File: src/core/cie_pkg.sv
// Constants and types for the instruction subset execution block.
// Assumes a 16-bit data path and a 24-bit program word.
package cie_pkg;

  localparam int unsigned DATA_W     = 16;
  localparam int unsigned PROG_W     = 24;
  localparam int unsigned PADDR_W    = 16;
  localparam int unsigned TEN_BIT_LITERAL_W    = 10;
  localparam int unsigned FIVE_BIT_LITERAL_W     = 5;
  localparam int unsigned BIT_INDEX_FIELD_W     = 4;
  localparam int unsigned BYTE_W     = 8;
  localparam int unsigned NIB_W      = 4;
  localparam int unsigned SHAMT_W    = 4;
  localparam int unsigned HIGH_LSB   = 16;
  localparam int unsigned LOW_MSB    = 15;
  localparam int unsigned SIGN_BIT   = 15;

  // Cycle counts per instruction kind
  localparam logic [1:0] CYC_ONE   = 2'h1;
  localparam logic [1:0] CYC_TWO   = 2'h2;
  localparam logic [1:0] CYC_THREE = 2'h3;

  // Status flag vector positions
  localparam int unsigned FL_C  = 0;
  localparam int unsigned FL_Z  = 1;
  localparam int unsigned FL_OV = 2;
  localparam int unsigned FL_N  = 3;
  localparam int unsigned FL_DC = 4;
  localparam int unsigned FL_W  = 5;
  localparam logic [FL_W-1:0] FLAGS_RST = 5'h00;

  typedef enum logic [3:0] {
    CIE_OP_NOP,
    CIE_OP_ADD,
    CIE_OP_ADD_WITH_CARRY_OP,
    CIE_OP_ASR1,
    CIE_OP_ASRN,
    CIE_OP_BRA_COND,
    CIE_OP_BRA_UNCOND,
    CIE_OP_BRA_COMP,
    CIE_OP_BIT_TEST_SKIP_CLEAR_OP,
    CIE_OP_TBLRD_LOW,
    CIE_OP_TBLWR_HIGH,
    CIE_OP_TBLWR_LOW,
    CIE_OP_ZEXT
  } cie_op_e;

  // Operand forms of the add family
  typedef enum logic [2:0] {
    CIE_FORM_F,
    CIE_FORM_F_ACC,
    CIE_FORM_TEN_BIT_LITERAL,
    CIE_FORM_REG_REG,
    CIE_FORM_REG_FIVE_BIT_LITERAL
  } cie_form_e;

  typedef enum logic [3:0] {
    CIE_CC_C,
    CIE_CC_GE,
    CIE_CC_GEU,
    CIE_CC_GT,
    CIE_CC_GTU,
    CIE_CC_LE,
    CIE_CC_LEU,
    CIE_CC_LT,
    CIE_CC_LTU,
    CIE_CC_N,
    CIE_CC_NC,
    CIE_CC_NN,
    CIE_CC_NOV,
    CIE_CC_NZ,
    CIE_CC_OV,
    CIE_CC_Z
  } cie_cc_e;

endpackage : cie_pkg

File: src/core/cie_alu.sv
// Combinational arithmetic for the add and shift instructions.
// Assumes operands are already selected by the caller.
`timescale 1ns/10ps
`default_nettype none
module cie_alu
  import cie_pkg::*;
(
  input  wire logic [cie_pkg::DATA_W-1:0]  opA,
  input  wire logic [cie_pkg::DATA_W-1:0]  opB,
  input  wire logic                        carryIn,
  input  wire logic [cie_pkg::SHAMT_W-1:0] shiftAmt,
  output logic      [cie_pkg::DATA_W-1:0]  sum,
  output logic                             sumC,
  output logic                             sumDc,
  output logic                             sumOv,
  output logic      [cie_pkg::DATA_W-1:0]  asr1,
  output logic                             asr1C,
  output logic      [cie_pkg::DATA_W-1:0]  asrN
);
  logic [DATA_W:0]  wide;
  logic [NIB_W:0]   nib;

  always_comb begin
    wide  = {1'b0, opA} + {1'b0, opB} + {{DATA_W{1'b0}}, carryIn};
    nib   = {1'b0, opA[NIB_W-1:0]} + {1'b0, opB[NIB_W-1:0]}
            + {{NIB_W{1'b0}}, carryIn};
    sum   = wide[DATA_W-1:0];
    sumC  = wide[DATA_W];
    sumDc = nib[NIB_W];
    sumOv = (opA[SIGN_BIT] == opB[SIGN_BIT]) &&
            (sum[SIGN_BIT] != opA[SIGN_BIT]);
    // Sign bit is kept while shifting right
    asr1  = {opA[SIGN_BIT], opA[DATA_W-1:1]};
    asr1C = opA[0];
    asrN  = DATA_W'($signed(opA) >>> shiftAmt);
  end
endmodule : cie_alu
`default_nettype wire

File: src/core/cie_branch_eval.sv
// Evaluates branch conditions against the status flags.
// Assumes flags come from the executing core on the same clock.
`timescale 1ns/10ps
`default_nettype none
module cie_branch_eval
  import cie_pkg::*;
(
  input  wire logic [cie_pkg::FL_W-1:0] flags,
  input  wire cie_pkg::cie_cc_e         cond,
  output logic                          taken
);
  logic c, z, ov, n;

  always_comb begin
    c  = flags[FL_C];
    z  = flags[FL_Z];
    ov = flags[FL_OV];
    n  = flags[FL_N];
    unique case (cond)
      CIE_CC_C:   taken = c;
      CIE_CC_GE:  taken = ~(n ^ ov);
      CIE_CC_GEU: taken = c;
      CIE_CC_GT:  taken = ~z & ~(n ^ ov);
      CIE_CC_GTU: taken = c & ~z;
      CIE_CC_LE:  taken = z | (n ^ ov);
      CIE_CC_LEU: taken = ~c | z;
      CIE_CC_LT:  taken = n ^ ov;
      CIE_CC_LTU: taken = ~c;
      CIE_CC_N:   taken = n;
      CIE_CC_NC:  taken = ~c;
      CIE_CC_NN:  taken = ~n;
      CIE_CC_NOV: taken = ~ov;
      CIE_CC_NZ:  taken = ~z;
      CIE_CC_OV:  taken = ov;
      CIE_CC_Z:   taken = z;
    endcase
  end
endmodule : cie_branch_eval
`default_nettype wire

File: src/core/cie_exec.sv
// Execution unit for a subset of a 16-bit processor's instructions.
// Assumes a decoder presents one instruction with operands already read;
// the unit answers with results, flags, and a busy level while stalling.
`timescale 1ns/10ps
`default_nettype none

// Behaviour
// - Add-with-carry sums both operands plus carry, in all five operand forms.
// - Every add form is one word, one cycle, updating C, DC, N, OV, Z.
// - Single-step arithmetic right shift keeps sign, one cycle, sets C,N,OV,Z.
// - Multi-step shift by register or 5-bit literal, one cycle, sets N,Z.
// - Conditional branch 1 or 2 cycles; unconditional and computed take 2.
// - Bit test skip if clear uses 4-bit index, 1, 2 or 3 cycles, no flags.
// - Table read low loads program bits 15:0 to destination, 2 cycles.
// - Table write high puts source bits 7:0 into program bits 23:16, 2 cycles.
// - Table write low puts full source into program bits 15:0, 2 cycles.
// - Zero extend fills upper byte with zeros, one cycle, sets C, Z, N.
module cie_exec
  import cie_pkg::*;
(
  input  wire logic                           mclk,
  input  wire logic                           rst,
  input  wire logic                           instValid,
  input  wire cie_pkg::cie_op_e               op,
  input  wire cie_pkg::cie_form_e             form,
  input  wire cie_pkg::cie_cc_e               cond,
  input  wire logic [cie_pkg::DATA_W-1:0]     fileValue,
  input  wire logic [cie_pkg::DATA_W-1:0]     default_working_accumulator,
  input  wire logic [cie_pkg::DATA_W-1:0]     base_register,
  input  wire logic [cie_pkg::DATA_W-1:0]     source_register,
  input  wire logic [cie_pkg::DATA_W-1:0]     destination_register,
  input  wire logic [cie_pkg::TEN_BIT_LITERAL_W-1:0]    ten_bit_literal,
  input  wire logic [cie_pkg::FIVE_BIT_LITERAL_W-1:0]     five_bit_literal,
  input  wire logic                           shiftByLiteral,
  input  wire logic [cie_pkg::BIT_INDEX_FIELD_W-1:0]     bit_index_field,
  input  wire logic                           nextIsTwoWord,
  input  wire logic [cie_pkg::PADDR_W-1:0]    branchTarget,
  input  wire logic [cie_pkg::PROG_W-1:0]     progRdData,
  output logic                                busy,
  output logic [cie_pkg::DATA_W-1:0]          result_r,
  output logic                                resultValid_r,
  output logic [cie_pkg::FL_W-1:0]            flags_r,
  output logic                                pcLoad_r,
  output logic [cie_pkg::PADDR_W-1:0]         pcTarget_r,
  output logic                                skipNext_r,
  output logic                                progRdEn_r,
  output logic                                progWrEn_r,
  output logic [cie_pkg::PROG_W-1:0]          progWrData_r,
  output logic [cie_pkg::PROG_W-1:0]          progWrMask_r,
  output logic [cie_pkg::PADDR_W-1:0]         progAddr_r
);

  // ****************************************************************
  // Arithmetic and condition helpers
  // ****************************************************************
  logic [DATA_W-1:0]  opA, opB;
  logic               carryIn;
  logic [SHAMT_W-1:0] shiftAmt;
  logic [DATA_W-1:0]  sum, asr1, asrN;
  logic               sumC, sumDc, sumOv, asr1C, condTaken;

  function automatic logic isZero(input logic [DATA_W-1:0] v);
    isZero = (v == '0);
  endfunction : isZero

  always_comb begin
    opA      = fileValue;
    opB      = default_working_accumulator;
    unique case (form)
      CIE_FORM_F, CIE_FORM_F_ACC: begin
        opA = fileValue;
        opB = default_working_accumulator;
      end
      CIE_FORM_TEN_BIT_LITERAL: begin
        opA = DATA_W'(ten_bit_literal);
        opB = destination_register;
      end
      CIE_FORM_REG_REG: begin
        opA = base_register;
        opB = source_register;
      end
      CIE_FORM_REG_FIVE_BIT_LITERAL: begin
        opA = base_register;
        opB = DATA_W'(five_bit_literal);
      end
    endcase
    if (op == CIE_OP_ASR1) begin
      opA = source_register;
    end else if (op == CIE_OP_ASRN) begin
      opA = base_register;
    end
    // Carry joins the sum only for the carry form
    carryIn = (op == CIE_OP_ADD_WITH_CARRY_OP) ? flags_r[FL_C] : 1'b0;
    // Shift counts beyond the word width clip to the low four bits
    shiftAmt = shiftByLiteral ? five_bit_literal[SHAMT_W-1:0]
                              : source_register[SHAMT_W-1:0];
  end

  cie_alu uAlu (
    .opA      (opA),
    .opB      (opB),
    .carryIn  (carryIn),
    .shiftAmt (shiftAmt),
    .sum      (sum),
    .sumC     (sumC),
    .sumDc    (sumDc),
    .sumOv    (sumOv),
    .asr1     (asr1),
    .asr1C    (asr1C),
    .asrN     (asrN)
  );

  cie_branch_eval uBr (
    .flags (flags_r),
    .cond  (cond),
    .taken (condTaken)
  );

  // ****************************************************************
  // Cycle sequencer
  // ****************************************************************
  typedef enum logic [1:0] {
    CIE_ST_IDLE,
    CIE_ST_STALL
  } cie_state_e;

  cie_state_e  state_r, state_nxt;
  logic [1:0]  cnt_r, cnt_nxt;
  logic [1:0]  cycles;
  logic        bitClear;

  always_comb begin
    bitClear = ~source_register[bit_index_field];
    cycles   = CYC_ONE;
    unique case (op)
      CIE_OP_BRA_COND:   cycles = condTaken ? CYC_TWO : CYC_ONE;
      CIE_OP_BRA_UNCOND,
      CIE_OP_BRA_COMP:   cycles = CYC_TWO;
      CIE_OP_BIT_TEST_SKIP_CLEAR_OP:       cycles = !bitClear ? CYC_ONE :
                                  (nextIsTwoWord ? CYC_THREE : CYC_TWO);
      CIE_OP_TBLRD_LOW,
      CIE_OP_TBLWR_HIGH,
      CIE_OP_TBLWR_LOW:  cycles = CYC_TWO;
      default:           cycles = CYC_ONE;
    endcase
  end

  always_comb begin
    state_nxt = state_r;
    cnt_nxt   = cnt_r;
    unique case (state_r)
      CIE_ST_IDLE: begin
        if (instValid && cycles != CYC_ONE) begin
          state_nxt = CIE_ST_STALL;
          cnt_nxt   = cycles - CYC_ONE;
        end
      end
      CIE_ST_STALL: begin
        cnt_nxt = cnt_r - CYC_ONE;
        if (cnt_r == CYC_ONE) begin
          state_nxt = CIE_ST_IDLE;
        end
      end
      default: state_nxt = CIE_ST_IDLE;
    endcase
  end

  // Decoder must hold the instruction while busy is high
  assign busy = (state_r == CIE_ST_STALL);

  always_ff @(posedge mclk) begin
    if (rst) begin
      state_r <= CIE_ST_IDLE;
      cnt_r   <= 2'h0;
    end else begin
      state_r <= state_nxt;
      cnt_r   <= cnt_nxt;
    end
  end

  // ****************************************************************
  // Results, flags and program memory access
  // ****************************************************************
  logic [DATA_W-1:0] result_nxt;
  logic              resultValid_nxt, pcLoad_nxt, skipNext_nxt;
  logic              progRdEn_nxt, progWrEn_nxt;
  logic [FL_W-1:0]   flags_nxt;
  logic [PADDR_W-1:0] pcTarget_nxt, progAddr_nxt;
  logic [PROG_W-1:0] progWrData_nxt, progWrMask_nxt;
  logic              start, finish;

  always_comb begin
    start           = instValid && (state_r == CIE_ST_IDLE);
    finish          = busy && (cnt_r == CYC_ONE);
    result_nxt      = result_r;
    resultValid_nxt = 1'b0;
    flags_nxt       = flags_r;
    pcLoad_nxt      = 1'b0;
    pcTarget_nxt    = pcTarget_r;
    skipNext_nxt    = 1'b0;
    progRdEn_nxt    = 1'b0;
    progWrEn_nxt    = 1'b0;
    progWrData_nxt  = progWrData_r;
    progWrMask_nxt  = progWrMask_r;
    progAddr_nxt    = progAddr_r;
    if (start) begin
      unique case (op)
        CIE_OP_ADD, CIE_OP_ADD_WITH_CARRY_OP: begin
          result_nxt      = sum;
          resultValid_nxt = 1'b1;
          flags_nxt[FL_C]  = sumC;
          flags_nxt[FL_DC] = sumDc;
          flags_nxt[FL_OV] = sumOv;
          flags_nxt[FL_N]  = sum[SIGN_BIT];
          flags_nxt[FL_Z]  = isZero(sum);
        end
        CIE_OP_ASR1: begin
          result_nxt      = asr1;
          resultValid_nxt = 1'b1;
          flags_nxt[FL_C]  = asr1C;
          flags_nxt[FL_OV] = 1'b0;
          flags_nxt[FL_N]  = asr1[SIGN_BIT];
          flags_nxt[FL_Z]  = isZero(asr1);
        end
        CIE_OP_ASRN: begin
          result_nxt      = asrN;
          resultValid_nxt = 1'b1;
          flags_nxt[FL_N]  = asrN[SIGN_BIT];
          flags_nxt[FL_Z]  = isZero(asrN);
        end
        CIE_OP_BRA_COND: begin
          pcLoad_nxt   = condTaken;
          pcTarget_nxt = branchTarget;
        end
        CIE_OP_BRA_UNCOND, CIE_OP_BRA_COMP: begin
          pcLoad_nxt   = 1'b1;
          pcTarget_nxt = branchTarget;
        end
        CIE_OP_BIT_TEST_SKIP_CLEAR_OP: skipNext_nxt = bitClear;
        CIE_OP_TBLRD_LOW: begin
          progRdEn_nxt = 1'b1;
          progAddr_nxt = source_register;
        end
        CIE_OP_TBLWR_HIGH: begin
          progWrEn_nxt   = 1'b1;
          progAddr_nxt   = destination_register;
          progWrData_nxt = {source_register[BYTE_W-1:0],
                            {HIGH_LSB{1'b0}}};
          progWrMask_nxt = {{BYTE_W{1'b1}}, {HIGH_LSB{1'b0}}};
        end
        CIE_OP_TBLWR_LOW: begin
          progWrEn_nxt   = 1'b1;
          progAddr_nxt   = destination_register;
          progWrData_nxt = {{BYTE_W{1'b0}}, source_register};
          progWrMask_nxt = {{BYTE_W{1'b0}}, {HIGH_LSB{1'b1}}};
        end
        CIE_OP_ZEXT: begin
          result_nxt      = {{BYTE_W{1'b0}}, source_register[BYTE_W-1:0]};
          resultValid_nxt = 1'b1;
          flags_nxt[FL_C] = 1'b1;
          flags_nxt[FL_N] = 1'b0;
          flags_nxt[FL_Z] = (source_register[BYTE_W-1:0] == '0);
        end
        default: ;
      endcase
    end
    // Read data arrives one cycle after the request
    if (finish && op == CIE_OP_TBLRD_LOW) begin
      result_nxt      = progRdData[LOW_MSB:0];
      resultValid_nxt = 1'b1;
    end
  end

  always_ff @(posedge mclk) begin
    if (rst) begin
      result_r      <= 16'h0000;
      resultValid_r <= 1'b0;
      flags_r       <= FLAGS_RST;
      pcLoad_r      <= 1'b0;
      pcTarget_r    <= 16'h0000;
      skipNext_r    <= 1'b0;
      progRdEn_r    <= 1'b0;
      progWrEn_r    <= 1'b0;
      progWrData_r  <= 24'h00_0000;
      progWrMask_r  <= 24'h00_0000;
      progAddr_r    <= 16'h0000;
    end else begin
      result_r      <= result_nxt;
      resultValid_r <= resultValid_nxt;
      flags_r       <= flags_nxt;
      pcLoad_r      <= pcLoad_nxt;
      pcTarget_r    <= pcTarget_nxt;
      skipNext_r    <= skipNext_nxt;
      progRdEn_r    <= progRdEn_nxt;
      progWrEn_r    <= progWrEn_nxt;
      progWrData_r  <= progWrData_nxt;
      progWrMask_r  <= progWrMask_nxt;
      progAddr_r    <= progAddr_nxt;
    end
  end

endmodule : cie_exec
`default_nettype wire

File: config.mk
export PLATFORM = sky130hd
export DESIGN_NAME = cie_exec
export DESIGN_NICKNAME = d
export VERILOG_FILES = /design/src/core/cie_pkg.sv /design/src/core/cie_alu.sv /design/src/core/cie_branch_eval.sv /design/src/core/cie_exec.sv
export SDC_FILE = /design/constraint.sdc
export NUM_CORES = 1
export LEC_CHECK = 0
export CAP_MARGIN = 20
export CELL_PAD_IN_SITES_DETAIL_PLACEMENT = 2
export CELL_PAD_IN_SITES_GLOBAL_PLACEMENT = 2
export CORE_MARGIN = 1.5
export CORE_UTILIZATION = 35
export CTS_CLUSTER_DIAMETER = 30
export DETAILED_ROUTE_END_ITERATION = 7
export DONT_BUFFER_PORTS = 1
export GPL_TIMING_DRIVEN = 0
export PLACE_DENSITY = 0.87
export SYNTH_ARGS = -nofsm -noshare
export SYNTH_HDL_FRONTEND = slang
export SYNTH_HIERARCHICAL = 1
export SYNTH_SLANG_ARGS = --single-unit
File: constraint.sdc
create_clock -name mclk -period 5.7 [get_ports mclk]
set_input_delay 0.855 -clock mclk [delete_from_list [all_inputs] [get_ports mclk]]
set_output_delay 0.855 -clock mclk [all_outputs]
set_load 0.01 [all_outputs]
* Word level (Yosys, flattened, before mapping)
Cells that the tools add are included.
** Storage, ports and cells
- Word-level logic and storage cells :: 151
- Latch bits :: 0
- Output and inout port bits :: 107
- Memory bits (writable) :: 0
- Register bits :: 110
- ROM bits :: 0
- Bits of input ports :: 155
- Memories :: 0
** Operators by class
- Reductions and logical operators :: 42
- Shifts and indexed selects :: 1
- Equality and inequality tests :: 38
- Mux-type cells :: 34
- Add/subtract/negate cells :: 6
- Div/mod/pow operators :: 0
- $mul :: 0
- Bitwise operators :: 13
- Order comparisons :: 1
** Operators by type and width (number)
- 16-bit case mux with 4 select lines :: 2
- 24-bit case mux with 2 select lines :: 2
- 16-bit 2-to-1 mux :: 4
- 4-bit == test (second input constant) :: 13
- 16-bit zero test :: 3
- 16-bit case mux with 3 select lines :: 1
- 4-bit by 3-bit == test with 1-bit output (second input constant) :: 8
- 16-bit case mux with 2 select lines :: 1
- 2-bit AND reduction :: 10
- 16-bit by 16-bit adder with 17-bit output :: 1
- 17-bit by 1-bit adder with 17-bit output :: 1
- 4-bit by 2-bit == test with 1-bit output (second input constant) :: 4
- 2-bit OR reduction :: 8
- 16-bit by 4-bit >>> shifter with 16-bit output :: 1
- 1-bit case mux with 14 select lines :: 1
- 2-bit 2-to-1 mux :: 5
- 2-bit nonzero test :: 5
- 5-bit OR reduction :: 2
- 4-bit by 1-bit == test with 1-bit output (second input constant) :: 2
- 8-bit zero test :: 1
- 1-bit 2-to-1 mux :: 8
- 1-bit NOT :: 8
- 1-bit case mux with 4 select lines :: 2
- 2-bit case mux with 2 select lines :: 2
- 28 further kinds :: 40

* Logic depth before layout (Yosys ltp)
- Word-level depth :: 10
- Gate-level depth with buffers :: 20
- Depth with buffers taken out :: 18

* Modules after synthesis
Netlist, hierarchy kept.
** Modules (own cells, without submodules)
- cie_exec :: area an instance 5554.1 sq um, seq. area each 1741.7 sq um, times used 1, cells each 737
- cie_alu :: area an instance 1601.5 sq um, seq. area each 0.0 sq um, times used 1, cells each 230
- cie_branch_eval :: area an instance 145.1 sq um, seq. area each 0.0 sq um, times used 1, cells each 21

* Worst setup path after synthesis
Ideal clock, no wire load.
- Path kind :: input to register
- Start :: input form[1]
- End :: register flags_r[1] (netlist name)
- Buffers on the path :: 1
- Required time :: 5.609 ns
- Cell stages on the path :: 19
- Arrival :: 4.728 ns
- Slack :: 0.881 ns
- Library setup time :: 0.091 ns
- Cells stage by stage :: clkbuf_1 -> nor2_1 -> a21oi_1 -> a22oi_1 -> a2bb2oi_1 -> o21ai_0 -> fa_1 -> fa_1 -> nand3_1 -> a21oi_1 -> o21a_1 -> or3b_4 -> a31oi_4 -> xnor2_1 -> nor4_1 -> and3_1 -> a31oi_1 -> a21o_1 -> a311oi_1
** Between the ends
- Longest elaborated chain between the ends :: 9
- Elaborated cells between the ends (all ways) :: 18
- Classes of those cells :: 2 x add/sub; 4 x eq/ne; 1 x shift; 5 x mux; 6 x reduce/logical
** Ends and longest elaborated chain
- from (decl) :: line cie_exec.sv:25 : input wire cie_pkg::cie_form_e form,
- 3-bit == test (tied with other cells) :: line cie_exec.sv:69 : unique case (form)
- 2-bit OR reduction, on equally long branches
- 16-bit case mux with 3 select lines * :: line cie_exec.sv:69
- 16-bit 2-to-1 mux * :: line cie_exec.sv:89 : end else if (op == CIE_OP_ASRN) begin
- 16-bit 2-to-1 mux * :: line cie_exec.sv:87 : if (op == CIE_OP_ASR1) begin
- net opA[0] :: line cie_exec.sv:56 : logic [DATA_W-1:0] opA, opB;
- 16-bit by 16-bit adder with 17-bit output * :: line cie_alu.sv:24 : wide = {1'b0, opA} + {1'b0, opB} + {{DATA_W{1'b0}}, carryIn};
- 17-bit by 1-bit adder with 17-bit output * :: line cie_alu.sv:24
- net sum[12] :: line cie_exec.sv:59 : logic [DATA_W-1:0] sum, asr1, asrN;
- 16-bit zero test * :: line cie_exec.sv:63 : isZero = (v == '0);
- 1-bit case mux with 4 select lines * :: line cie_exec.sv:207 : unique case (op)
- to (signal assigned) :: line cie_exec.sv:290 : flags_r <= flags_nxt;
- to (decl) :: line cie_exec.sv:42 : output logic [cie_pkg::FL_W-1:0] flags_r,
The timed path passes the listed nets; every way through them passes the cells marked *.
A chain may end at the register's enable or synchronous reset.

* Worst setup path after layout
- Start :: input op[3]
- End :: register flags_r[1] (netlist name)
** Between the ends
- Longest elaborated chain between the ends :: 7
- Elaborated cells between the ends (all ways) :: 18
- Classes of those cells :: 2 x add/sub; 5 x eq/ne; 1 x shift; 4 x mux; 6 x reduce/logical
** Ends and longest elaborated chain
- from (decl) :: line cie_exec.sv:24 : input wire cie_pkg::cie_op_e op,
- 4-bit by 3-bit == test with 1-bit output :: line cie_exec.sv:89
- 16-bit 2-to-1 mux :: line cie_exec.sv:89
- 16-bit 2-to-1 mux * :: line cie_exec.sv:87
- net opA[0] :: line cie_exec.sv:56
- 16-bit by 16-bit adder with 17-bit output * :: line cie_alu.sv:24
- 17-bit by 1-bit adder with 17-bit output * :: line cie_alu.sv:24
- net sum[12] :: line cie_exec.sv:59
- 16-bit zero test * :: line cie_exec.sv:63
- 1-bit case mux with 4 select lines * :: line cie_exec.sv:207
Marks and branches as above.

==> results.tsv <==
metric	value	unit
WP data arrival	5.64	ns
Seq cells post-synth	87	
fin area	0.00795	mm2
most frequent cells in the layout	nand2_1 (155), a21oi_1 (98), dfxtp_1 (87)	
CTS sink count	87	
fill cell count	2435	
DR DRC count	0	
final setup violation count	0	
CTS clock-pin slew for the worst setup and hold paths	0.07	ns
routed wire length	32.0	mm
largest family of logic cells by synthesized area	simple AND/OR/NAND/NOR gates	
final slew viol count	0	
Async SR Flop Fraction	0	%
grt total ovfl	0	
period utilisation layout	94.5	%
initial antenna violation count	2	
Worst-Skew Late Latency	0.35	ns
Area Growth Syn to Fin	8.95	%
Ports	262	
Synth Area in XOR/XNOR	1.44	%
top cells by area, synth	dfxtp_1 (24%), nand2_1 (8.0%), mux2i_1 (6.9%), a21oi_1 (6.8%), buf_4 (4.6%)	
core area	0.0204	mm2
Post-Synth Adder-Cell Area	3.46	%
final core area utilization	39.1	%
Power Density	257	mW/mm2
Placer Congestion	0.912	
Layout Nets	1173	
Cells after DPL	1258	
Starting Density	35.9	%
1st-pass router iterations	5	
Final min period	5.39	ns
detailed placement HPWL	25.2	mm
final clock skew	0.0102	ns
layout cell share with drive strength beyond 1	13.8	%
Post-Synth Simple-Gate Area	25.1	%
vias in the first global route	8346	
Worst-Margin Slew	0.910	ns
Cell Count, Final, Fillers Out	1275	
largest fanout on the critical path	10	
Die Wd	147	um
Starting DRT DRC Count	432	
H-tree levels	3	
Die Ht	147	um
Max VDD drop	120	uV
critical path class	input port to flop	
Port Buffer Count	0	
RSZ-0062 raised after global routing	false	
Synth top area share	23.9	%
area of the multi-input gates	0.00484	mm2
largest net degree at the start of global routing	18	
Worst setup EP type	flop	
syn nets	1162	
f_max	186	MHz
EDFF count, synth	0	
GRT Resource Usage Total	29.1	%
CTS Buffer Depth	2	
cell taking the most area after synthesis	dfxtp_1	
P_leak	3.04	nW
Distinct cells, synth	75	
Mapped Cells	988	
YS warnings	6	
cts-stage hold buffer count	0	
FF+latch area	0.00174	mm2
clock root buffer	clkbuf_16	
Avg Inst Size Synth	7.39	um2
Vias	7854	
global-route wire length before repair	48.6	mm
Post-synth top flop	dfxtp_1	
sequential area share after synthesis	23.9	%
cell row count	52	
WL/cell	25.1	um
die area	0.0217	mm2
CP Data Required Time	5.95	ns
commonest non-fill, non-tap cell in the layout	nand2_1	
Max transition margin	38.7	%
synthesized cell area	0.00730	mm2
Area after DPL	0.00764	mm2
Compound-Gate Fraction of Synth Area	23.9	%
remaining antenna violation count	0	
maxcap violations	0	
Final Hold Violating Endpoints	0	
outcome	finished clean	
mux cell area share after synthesis	12.2	%
CTS tree	built	
TritonCTS Buffers	9	
worst hold slack	0.502	ns
Startpoint Class	input port	
detailed-route vias per instance	6.16	
min-delay worst type	flop to flop	
[area by class of cell]
cell class	instances	area share, %
antenna	1	0.0315
buffer	126	8.84
clock buffer	9	2.83
clock inverter	7	0.771
inverter	11	0.519
multi-input combinational	764	60.9
sequential	87	21.9
tap	270	4.25
[cells in the mapped netlist (15+ instances only)]
cell and number:
nand2_1 155, ha_1 17, nor2_1 81, a211oi_1 26
clkbuf_1 51, o22ai_1 15, a22oi_1 15, a21oi_1 99
buf_2 22, nor4_1 16, mux2i_1 50, mux2_2 21
o21ai_0 25, buf_4 45, dfxtp_1 87, nand3_1 53
a31oi_1 18
[timing repair]
action                                 CTS  global route
buffers inserted                         0             0
setup endpoints to repair                1             2
resized for setup                        1             9
endpoints found under the hold margin    0             0
[path summary, 6_finish.rpt]
path	start	endpoint	slack, ns	cells after the start
hold reg to reg	progWrData_r[18]$_SDFFE_PP0P_	progWrData_r[18]$_SDFFE_PP0P_	0.50	2
hold / removal	progWrData_r[18]$_SDFFE_PP0P_	progWrData_r[18]$_SDFFE_PP0P_	0.50	2
setup / recovery	op[3]	flags_r[1]$_SDFFE_PP0P_	0.31	19
setup reg to reg	flags_r[0]$_SDFFE_PP0P_	flags_r[1]$_SDFFE_PP0P_	1.80	14
[worst max-delay path: stages]
cell	delay, ns
nand2b_1	0.21
nor3_4	0.30
buf_2	0.30
clkbuf_2	0.32
a2bb2oi_2	0.26
o21ai_1	0.19
fa_1	0.51
fa_1	0.42
nand3_1	0.14
a21oi_1	0.11
o21a_1	0.22
or3b_4	0.42
a31oi_4	0.20
xnor2_1	0.12
nor4_1	0.26
and3_1	0.25
a31oi_1	0.10
a21o_1	0.18
a311oi_1	0.25
[per-stage QoR]
| stage | worst slack [ns] | power [mW] | setup TNS, ns |
|---|---|---|---|
| after detailed placement | -0.407 | 1.44 | -1.06 |
| after global placement | -0.279 | 1.42 | -0.521 |
| after CTS | 0.0464 | 2.04 | 0 |
| after floorplan | 0.881 | 1.22 | 0 |
| after global routing | 0.0839 | 2.15 | 0 |
| final | 0.315 | 2.04 | 0 |
[where the power goes]
| group | total, mW | leakage [nW] | internal [mW] | switching [mW] |
|---|---|---|---|---|
| registers | 0.664 | 0.706 | 0.632 | 0.0318 |
| logic | 0.788 | 2.19 | 0.299 | 0.490 |
| clock network | 0.591 | 0.141 | 0.306 | 0.285 |
[cell families (layout without fill, tap and decap cells)]
| group | after synthesis | in the layout |
|---|---|---|
| AO/OA/AOI/OAI | 268 | 268 |
| buffers and inverters | 137 | 153 |
| XOR/XNOR | 12 | 12 |
| flip-flops | 87 | 87 |
| multiplexers | 78 | 78 |
| AND/OR/NAND/NOR | 387 | 387 |
| other | 0 | 1 |
| adder cells (fa/ha/maj) | 19 | 19 |
[registers in the layout, summed over array words and instances, names as in the netlist]
register       flops
progWrData_r      24
pcTarget_r        16
progAddr_r        16
result_r          16
flags_r            5
cnt_r              2
progWrMask_r       2
pcLoad_r           1
progRdEn_r         1
progWrEn_r         1
resultValid_r      1
skipNext_r         1
state_r            1
[routing by layer]
layer	up-vias	track usage (%)	share of wire, %
met5	-	0	0.041
met4	2	13.1	4.0
met3	70	6.60	7.4
met2	317	50.4	49
met1	3910	34.1	40
li1	3555	-	-
Power figures use the tool's default switching activity.
